$ cat src/hdl/rsf_pkg.sv
// rsf_pkg: constants, register map and carrier types of the return stack
// fault and fast save block.
// assumes one core clock domain; every file imports this package whole.
package rsf_pkg;

    // stack pointer geometry
    localparam int         RSF_PTR_W   = 5;
    localparam logic [4:0] RSF_PTR_MAX = 5'h1f;
    localparam logic [4:0] RSF_PTR_MIN = 5'h00;
    localparam logic [4:0] RSF_PTR_RST = 5'h00;

    // apb geometry
    localparam int RSF_ADDR_W = 8;
    localparam int RSF_DATA_W = 32;

    // register byte offsets
    localparam logic [7:0] RSF_OFF_PTR  = 8'h00;
    localparam logic [7:0] RSF_OFF_CFG  = 8'h04;
    localparam logic [7:0] RSF_OFF_STAT = 8'h08;
    localparam logic [7:0] RSF_OFF_MASK = 8'h0c;

    // field positions
    localparam int RSF_BIT_FULL = 0;
    localparam int RSF_BIT_UNF  = 1;
    localparam int RSF_BIT_FRE  = 0;
    localparam int RSF_NFLAGS   = 2;

    // values after reset
    localparam logic       RSF_CFG_RST  = 1'b0;
    localparam logic [1:0] RSF_MASK_RST = 2'b00;
    localparam logic       RSF_FLAG_RST = 1'b0;
    localparam logic [7:0] RSF_SHD_RST  = 8'h00;

    // core register values that are saved and restored together
    typedef struct packed {
        logic [7:0] status;
        logic [7:0] accum;
        logic [7:0] bank_sel;
    } rsf_core_regs_s;

    // whole state of the top module
    typedef struct packed {
        logic [4:0]  ptr;
        logic        fault_en;
        logic [1:0]  mask;
        logic [31:0] rdata;
        logic        fault_rst;
    } rsf_top_state_s;

    localparam rsf_top_state_s RSF_TOP_RST = '{
        ptr:       RSF_PTR_RST,
        fault_en:  RSF_CFG_RST,
        mask:      RSF_MASK_RST,
        rdata:     32'h0000_0000,
        fault_rst: 1'b0
    };

endpackage

$ cat src/hdl/rsf_top.sv
// rsf_top: return stack pointer, stack fault flags and fast save shadow.
// assumes the core sequencer drives one-cycle strobes on sys_clk_in;
// srst_in is the power-on reset; an apb master reaches the registers.
//
// How it works
// (RULE1) pointer five bits, upper three read zero
// (RULE2) enabled fault: set flag, then reset
// (RULE3) disabled fault: set flag only, no reset
// (RULE4) flags survive fault reset, cleared by software
// (RULE5) separate hidden one-entry shadow per register
// (RULE6) every interrupt vectoring saves all three
// (RULE7) fast interrupt return restores, otherwise untouched
// (RULE8) high priority vectoring overwrites low priority save
// (RULE9) fast call saves all three registers
// (RULE10) fast return restores all three registers
`timescale 1ns/1ns
module rsf_top (
    input  wire logic                     sys_clk_in,
    input  wire logic                     srst_in,
    // apb slave
    input  wire logic                     psel_in,
    input  wire logic                     penable_in,
    input  wire logic                     pwrite_in,
    input  wire logic [7:0]               paddr_in,
    input  wire logic [31:0]              pwdata_in,
    output logic                          pready_out,
    output logic [31:0]                   prdata_out,
    output logic                          pslverr_out,
    // core sequencer strobes
    input  wire logic                     vector_in,
    input  wire logic                     sub_call_in,
    input  wire logic                     sub_return_in,
    input  wire logic                     interrupt_return_instruction_in,
    input  wire logic                     fast_opt_in,
    input  wire rsf_pkg::rsf_core_regs_s  core_regs_in,
    // results to the core
    output logic [4:0]                    stack_level_pointer_out,
    output logic                          restore_out,
    output rsf_pkg::rsf_core_regs_s       restore_regs_out,
    output logic                          fault_reset_out,
    output logic                          stack_full_flag_out,
    output logic                          stack_underflow_flag_out,
    output logic                          irq_out
);
    import rsf_pkg::*;

    rsf_top_state_s st_r;
    rsf_top_state_s st_nxt;

    logic                   push;
    logic                   pop;
    logic                   save;
    logic                   full_evt;
    logic                   unf_evt;
    logic                   wr_acc;
    logic                   rd_setup;
    logic                   addr_hit;
    logic [RSF_NFLAGS-1:0]  flags;
    logic [RSF_NFLAGS-1:0]  flag_set;
    logic [RSF_NFLAGS-1:0]  flag_clr;
    logic [31:0]            rd_word;

    // return address pushes and pops implied by the core's strobes
    assign push = vector_in | sub_call_in;
    assign pop  = sub_return_in | interrupt_return_instruction_in;

    // a vectoring saves whatever its priority, so a nested high priority
    // entry overwrites the low priority save; software must cover that
    assign save = vector_in | (sub_call_in & fast_opt_in); // (RULE6) (RULE8) (RULE9)

    // fault events: push onto a full stack, pop from an empty one
    assign full_evt = push & ~pop & (st_r.ptr == RSF_PTR_MAX);
    assign unf_evt  = pop & ~push & (st_r.ptr == RSF_PTR_MIN);

    // apb phase decode; zero wait states, so every access phase ends at once
    assign wr_acc   = psel_in & penable_in & pwrite_in;
    assign rd_setup = psel_in & ~penable_in & ~pwrite_in;
    assign addr_hit = (paddr_in == RSF_OFF_PTR) | (paddr_in == RSF_OFF_CFG) |
                      (paddr_in == RSF_OFF_STAT) | (paddr_in == RSF_OFF_MASK);

    // flag set and write-one-to-clear strobes
    always_comb begin
        flag_set               = '0;
        flag_set[RSF_BIT_FULL] = full_evt; // (RULE2) (RULE3)
        flag_set[RSF_BIT_UNF]  = unf_evt;  // (RULE2) (RULE3)
        flag_clr               = '0;
        if (wr_acc && paddr_in == RSF_OFF_STAT) begin
            flag_clr = pwdata_in[RSF_NFLAGS-1:0]; // (RULE4)
        end
    end

    // sticky flags: only srst_in and software clear them, never fault_rst
    rsf_sticky u_full_flag (
        .sys_clk_in (sys_clk_in),
        .srst_in    (srst_in),
        .set_in     (flag_set[RSF_BIT_FULL]),
        .clr_in     (flag_clr[RSF_BIT_FULL]),
        .flag_out   (flags[RSF_BIT_FULL])
    ); // (RULE4)

    rsf_sticky u_unf_flag (
        .sys_clk_in (sys_clk_in),
        .srst_in    (srst_in),
        .set_in     (flag_set[RSF_BIT_UNF]),
        .clr_in     (flag_clr[RSF_BIT_UNF]),
        .flag_out   (flags[RSF_BIT_UNF])
    ); // (RULE4)

    // one hidden shadow per core register, no bus path to any of them
    rsf_shadow #(
        .W (8)
    ) u_shd_status (
        .sys_clk_in (sys_clk_in),
        .srst_in    (srst_in),
        .save_in    (save),
        .value_in   (core_regs_in.status),
        .value_out  (restore_regs_out.status)
    ); // (RULE5)

    rsf_shadow #(
        .W (8)
    ) u_shd_accum (
        .sys_clk_in (sys_clk_in),
        .srst_in    (srst_in),
        .save_in    (save),
        .value_in   (core_regs_in.accum),
        .value_out  (restore_regs_out.accum)
    ); // (RULE5)

    rsf_shadow #(
        .W (8)
    ) u_shd_bank (
        .sys_clk_in (sys_clk_in),
        .srst_in    (srst_in),
        .save_in    (save),
        .value_in   (core_regs_in.bank_sel),
        .value_out  (restore_regs_out.bank_sel)
    ); // (RULE5)

    // restore only on a return that carries the fast option
    assign restore_out = (interrupt_return_instruction_in | sub_return_in) &
                         fast_opt_in; // (RULE7) (RULE10)

    // read mux; unmapped offsets and reserved bits read zero
    always_comb begin
        rd_word = 32'h0000_0000;
        case (paddr_in)
            RSF_OFF_PTR: begin
                rd_word[RSF_PTR_W-1:0] = st_r.ptr; // (RULE1)
            end
            RSF_OFF_CFG: begin
                rd_word[RSF_BIT_FRE] = st_r.fault_en;
            end
            RSF_OFF_STAT: begin
                rd_word[RSF_NFLAGS-1:0] = flags;
            end
            RSF_OFF_MASK: begin
                rd_word[RSF_NFLAGS-1:0] = st_r.mask;
            end
            default: begin
                rd_word = 32'h0000_0000;
            end
        endcase
    end

    // next state: core stack moves, software writes, then fault reset
    always_comb begin
        st_nxt           = st_r;
        st_nxt.fault_rst = 1'b0;

        // pointer saturates; a fault leaves it where it was
        if (push && !pop && st_r.ptr != RSF_PTR_MAX) begin
            st_nxt.ptr = st_r.ptr + 5'h01;
        end else if (pop && !push && st_r.ptr != RSF_PTR_MIN) begin
            st_nxt.ptr = st_r.ptr - 5'h01;
        end

        // reset request rises with the flag, one cycle after the event;
        // its effect on the pointer lands a cycle later still
        if (st_r.fault_en && (full_evt || unf_evt)) begin
            st_nxt.fault_rst = 1'b1; // (RULE2)
        end else begin
            st_nxt.fault_rst = 1'b0; // (RULE3)
        end

        // software write takes effect at the access edge
        if (wr_acc) begin
            case (paddr_in)
                RSF_OFF_PTR: begin
                    st_nxt.ptr = pwdata_in[RSF_PTR_W-1:0]; // (RULE1)
                end
                RSF_OFF_CFG: begin
                    st_nxt.fault_en = pwdata_in[RSF_BIT_FRE];
                end
                RSF_OFF_MASK: begin
                    st_nxt.mask = pwdata_in[RSF_NFLAGS-1:0];
                end
                default: begin
                    st_nxt.mask = st_r.mask;
                end
            endcase
        end

        // the device reset empties the return stack but keeps the flags
        if (st_r.fault_rst) begin
            st_nxt.ptr = RSF_PTR_RST; // (RULE4)
        end

        // read data captured in setup so it is a flop in the access phase
        if (rd_setup) begin
            st_nxt.rdata = rd_word;
        end
    end

    always_ff @(posedge sys_clk_in) begin
        if (srst_in) begin
            st_r <= RSF_TOP_RST;
        end else begin
            st_r <= st_nxt;
        end
    end

    // bus answers: always ready, error on an unmapped offset
    assign pready_out  = 1'b1;
    assign pslverr_out = psel_in & penable_in & ~addr_hit;
    assign prdata_out  = st_r.rdata;

    // outputs to the core and the interrupt controller
    assign stack_level_pointer_out  = st_r.ptr;
    assign fault_reset_out          = st_r.fault_rst;
    assign stack_full_flag_out      = flags[RSF_BIT_FULL];
    assign stack_underflow_flag_out = flags[RSF_BIT_UNF];
    assign irq_out                  = |(flags & st_r.mask);
endmodule

$ cat src/hdl/rsf_shadow.sv
// rsf_shadow: one-entry shadow store for one core register.
// assumes save and restore strobes from the same clock; no bus access.
`timescale 1ns/1ns
module rsf_shadow #(
    parameter int W = 8
) (
    input  wire logic         sys_clk_in,
    input  wire logic         srst_in,
    input  wire logic         save_in,
    input  wire logic [W-1:0] value_in,
    output logic      [W-1:0] value_out
);
    import rsf_pkg::*;

    typedef struct packed {
        logic [W-1:0] held;
    } rsf_shd_state_s;

    rsf_shd_state_s st_r;
    rsf_shd_state_s st_nxt;

    // a later save simply overwrites: one level deep only
    always_comb begin
        st_nxt = st_r;
        if (save_in) begin
            st_nxt.held = value_in;
        end
    end

    always_ff @(posedge sys_clk_in) begin
        if (srst_in) begin
            st_r <= '{held: W'(RSF_SHD_RST)};
        end else begin
            st_r <= st_nxt;
        end
    end

    assign value_out = st_r.held;
endmodule

$ cat src/hdl/rsf_sticky.sv
// rsf_sticky: sticky event flag, cleared by a write of one.
// assumes set and clear pulses from the same clock; only srst_in resets it.
`timescale 1ns/1ns
module rsf_sticky (
    input  wire logic sys_clk_in,
    input  wire logic srst_in,
    input  wire logic set_in,
    input  wire logic clr_in,
    output logic      flag_out
);
    import rsf_pkg::*;

    typedef struct packed {
        logic flag;
    } rsf_stk_state_s;

    rsf_stk_state_s st_r;
    rsf_stk_state_s st_nxt;

    // set beats clear so an event in the clearing cycle is kept
    always_comb begin
        st_nxt      = st_r;
        st_nxt.flag = set_in | (st_r.flag & ~clr_in);
    end

    always_ff @(posedge sys_clk_in) begin
        if (srst_in) begin
            st_r <= '{flag: RSF_FLAG_RST};
        end else begin
            st_r <= st_nxt;
        end
    end

    assign flag_out = st_r.flag;
endmodule

$ cat config.mk
export PLATFORM = sky130hd
export DESIGN_NAME = rsf_top
export DESIGN_NICKNAME = d
export VERILOG_FILES = /design/src/hdl/rsf_pkg.sv /design/src/hdl/rsf_top.sv /design/src/hdl/rsf_shadow.sv /design/src/hdl/rsf_sticky.sv
export SDC_FILE = /design/constraint.sdc
export NUM_CORES = 1
export LEC_CHECK = 0
export BUFFER_PORTS_ARGS = -buffer_cell sky130_fd_sc_hd__buf_2
export CAP_MARGIN = 10
export CORE_AREA = 5 5 72 87
export DETAILED_ROUTE_END_ITERATION = 8
export DIE_AREA = 0 0 77 92
export PLACE_DENSITY = 0.81
export SLEW_MARGIN = 30
export SYNTH_ARGS = -nofsm -noshare
export SYNTH_HDL_FRONTEND = slang
export SYNTH_SLANG_ARGS = --single-unit
$ cat constraint.sdc
create_clock -name sys_clk_in -period 2.44 [get_ports sys_clk_in]
set_clock_uncertainty 0.15 [all_clocks]
set_input_delay 0.122 -clock sys_clk_in [delete_from_list [all_inputs] [get_ports sys_clk_in]]
set_output_delay 0.122 -clock sys_clk_in [all_outputs]
set_load 0.005 [all_outputs]
### Yosys cells after proc, flatten, opt, wreduce, memory -nomap -nowiden

Index checks and enable logic that the tools add are counted.
Widths: inputs -> output; s select.

* register bits after elaboration: 40
* logic and storage cells: 73
* output and inout bits: 68

* mux-type cells: 11
* reductions and logical operators: 16
* $add $sub $neg: 2
* eq/ne operators: 5
* bitwise operators: 29

Operator list (count)
* $eq 8x4->1 const B: 2
* $mux 5: 3
* $and 1x1->1: 13
* $eq 8x3->1 const B: 1
* $logic_not 8->1: 1
* $mux 8: 1
* $or 1x1->1: 8
* $not 1->1: 7
* $logic_and 1x1->1: 6
* $add 5x1->5 const B: 1
* $eq 5x5->1 const B: 1
* $logic_not 5->1: 1
* $ne 5x5->1 const B: 1
* $reduce_bool 5->1: 1
* $sub 5x1->5 const B: 1
* $mux 2: 2
* $pmux 1 s4: 1
* $reduce_and 2->1: 2
* $reduce_or 2->1: 2
* $mux 3: 1
* $pmux 1 s3: 1
* $and 2x2->2: 1
* $logic_not 1->1: 2
* $mux 1: 2
* $logic_or 1x1->1: 1

### Logic depth before layout (Yosys ltp)

* depth after elaboration: 8
* gate-level depth with buffers: 6

### By module

Synthesis repeated with hierarchy kept, for this count alone.

* cells, all modules: 248
* area total of the unflattened synthesis: 2204.6 um2

Modules (own cells, without submodules)
* rsf_top: cells an instance 162, times used 1, area each 1271.2 um2, seq. area each 280.3 um2
* rsf_shadow: cells an instance 26, times used 3, area each 285.3 um2, seq. area each 160.2 um2
* rsf_sticky: cells an instance 4, times used 2, area each 38.8 um2, seq. area each 20.0 um2

### Least setup slack after synthesis

OpenSTA, ideal clock, no wires.

* path type: register to register
* from: reg st_r, in the netlist stack_level_pointer_out[0]
* to: reg st_r, in the netlist stack_level_pointer_out[3]
* path buffers: 0
* clock period less this slack: 1.788 ns
* slack: 0.652 ns
* stages on the path, launching flop included: 7
* arrival: 1.508 ns
* data required time: 2.160 ns
* cells stage by stage: dfxtp_1 -> ha_1 -> and3_2 -> ha_1 -> nor4_1 -> or2_1 -> o211ai_1

* word-level cells in the longest chain between the ends: 6
* elaborated cells between the ends (all ways): 10

RTL lines
* start, declared: RTL line rsf_top.sv:47 `rsf_top_state_s st_r;`
* start signal, assigned: RTL line rsf_top.sv:219 `st_r <= st_nxt;`
* branches (longest 3 deep; another with $sub 5x1->5)
* $mux 5 *: RTL line rsf_top.sv:172 `if (push && !pop && st_r.ptr != RSF_PTR_MAX) begin`
* $mux 5: RTL line rsf_top.sv:188 `case (paddr_in)`
* $mux 8 *: RTL line rsf_top.sv:187 `if (wr_acc) begin`

Every way passes the cells marked *.
A chain may end at the register's enable or synchronous reset.

### Worst setup path in the final report

* from: reg st_r, in the netlist stack_level_pointer_out[0]
* to: reg st_r, in the netlist stack_level_pointer_out[0]

Same word-level chain as after synthesis.

==> results_dict.tcl <==
set metrics [dict create \
    synth_seq_area_share_pct 37.41 \
    drive_gt1_share_pct 28.96 \
    holdWs_ns 0.03950 \
    htree_levels 2 \
    drtPass1Iterations 5 \
    start_kind "register" \
    grt_pass1_vias 2158 \
    setup_slack_ns 0.4321 \
    slew_headroom_pct 49.76 \
    yosysWarnings 0 \
    synth_ff_type "dfxtp_1" \
    wl_um 6011 \
    grt_pass1_wl_um 9777 \
    tightest_slew_ns 0.7536 \
    synthCells 262 \
    cp-end-kind "register" \
    dieArea_um2 7084 \
    hpwl_um 4049 \
    cts_sinks 40 \
    drtIter0Drc 117 \
    grt_start_max_net_pins 25 \
    p_per_area_nw_per_um2 504.1 \
    ant_nets 0 \
    async_flop_share_pct 0 \
    p_total_mw 1.418 \
    clock_latency_ns 0.28 \
    timing.final.hold_violations 0 \
    final_cell_mix "86 x buf_2, 54 x nand2_1, 40 x dfxtp_1" \
    post-route-min-period_ns 2.008 \
    rsz0062_at_grt "no" \
    cts_made_buffers 5 \
    setup_tns_ns 0 \
    ioPinCount 142 \
    dp_cells 391 \
    setup_viol 0 \
    peakVddDrop_uv 326.5 \
    worst_ep_arrival_time_ns 2.06 \
    synth_top_area_share_pct 37.41 \
    stdcell_count 428 \
    core-area_um2 5261 \
    drc 0 \
    hp-class "in -> reg" \
    grt_usage_pct 16.41 \
    critPathKind "reg -> reg" \
    wire_per_inst_um 14.04 \
    overflow 0 \
    initial_core_util_pct 40.69 \
    outcome "finished clean" \
    ctsHoldBuffers 29 \
    root_buffer "clkbuf_8" \
    std_cell_rows 29 \
    leakage_nw 1.343 \
    area_delta_synth_final_pct 31.39 \
    gp_congestion 0.8227 \
    ys_types 47 \
    cts_setup_buffers 0 \
    reg2reg_slack_ns 0.43 \
    synth_area_per_cell_um2 8.171 \
    io_buffers 86 \
    synth_edf_count 0 \
    synthTopCellsByArea "dfxtp_1 37%, buf_4 14%, nand2_1 9.5%" \
    cp_data_required_time_ns 2.49 \
    worstPathMaxFanout 8 \
    nets 442 \
    drv_cap 0 \
    yosys_register_bits 40 \
    vias 2121 \
    final_common_cell "buf_2" \
    cts.reportedPaths.clkPinSlew_ns 0.08 \
    finalCritPeriodShare_pct 82.29 \
    cts_resized 0 \
    clockBufferDepth 2 \
    synth_area_um2 2141 \
    dp_slack_ns 0.4501 \
    cts_tree "done" \
    yosys.area.top_type "dfxtp_1" \
    fmax_ghz 0.4980 \
    vias_per_cell 4.956 \
    diodes 0 \
    fp.dieW_um 77 \
    slew_viol_final 0 \
    antenna_found_initial 0 \
    die_height_um 92 \
]
-- through the flow --
stage / instance area [µm²] / utilization [%]
6_report: 2813 / 53.46
5_1_grt: 2813 / 53.46
4_1_cts: 2813 / 53.46
3_5_place_dp: 2437 / 46.33
3_3_place_gp: 2437 / 46.33
2_1_floorplan: 2238 / -
-- path summary, 6_finish.rpt --
| kind | from | to | depth (start not counted) |
|---|---|---|---|
| setup / recovery | stack_level_pointer_out[0]$_SDFF_PP0_ | stack_level_pointer_out[0]$_SDFF_PP0_ | 6 |
| hold / removal | srst_in | st_r[35]$_SDFFE_PP0P_ | 2 |
| setup reg to reg | stack_level_pointer_out[0]$_SDFF_PP0_ | stack_level_pointer_out[0]$_SDFF_PP0_ | 6 |
| hold reg to reg | prdata_out[1]$_SDFFE_PP0P_ | prdata_out[1]$_SDFFE_PP0P_ | 2 |
-- cells by family (layout without fill, tap and decap cells) --
family / Yosys count / in the layout / share of synthesized area (%)
muxes: 6 / 6 / 3.390
AOI/OAI and AO/OA: 51 / 51 / 14.09
adders and majority gates: 3 / 3 / 1.754
buffers and inverters: 50 / 128 / 16.01
other: 2 / 28 / 0.3508
DFF: 40 / 40 / 37.41
and+or+nand+nor: 110 / 110 / 27.00
-- flip-flops by register name, indices dropped and copies added, names as in the netlist --
register	count
prdata_out	5
fault_reset_out	1
st_r	3
u_full_flag.flag_out	1
u_unf_flag.flag_out	1
u_shd_status.value_out	8
u_shd_bank.value_out	8
stack_level_pointer_out	5
u_shd_accum.value_out	8
-- report_power, final --
part / internal, mW / switching (mW) / total (mW)
clock network: 0.204 / 0.229 / 0.433
registers: 0.684 / 0.0258 / 0.710
logic: 0.135 / 0.139 / 0.275
-- cell usage after synthesis, types with 3 or more instances --
cell,instances
nand4_1,5
nand2b_1,3
nor3_1,3
nand3_1,8
ha_1,3
clkbuf_1,7
mux2i_1,5
and2_1,3
buf_4,39
dfxtp_1,40
o21ai_0,4
nand2_1,54
nor2_1,14
a22oi_1,3
a21oi_1,33
-- critical path, cell delays in order, from the launching register on --
cell     delay (ns)
dfxtp_1        0.39
ha_1           0.23
and3_2         0.20
ha_1           0.26
nor3_2         0.37
nor3_1         0.09
o31ai_1        0.24
-- layer usage --
layer  vias up  GRT usage [%]  share of wire, %
met3        10          7.157                12
met2       120          28.19                48
met1       950          18.49                39
li1       1041              -                 -
met5         -              0                 0
met4         0          4.441              0.85
-- final cells by class --
class | count | area (µm²)
sequential | 40 | 800.8
multi-input combinational | 198 | 1099
clock inverter | 1 | 8.758
clock buffer | 7 | 76.32
inverter | 2 | 7.507
fill | 467 | 2449
tap | 62 | 77.57
timing repair buffer | 118 | 743.2
No activity file was read; power rests on OpenSTA's default activity.
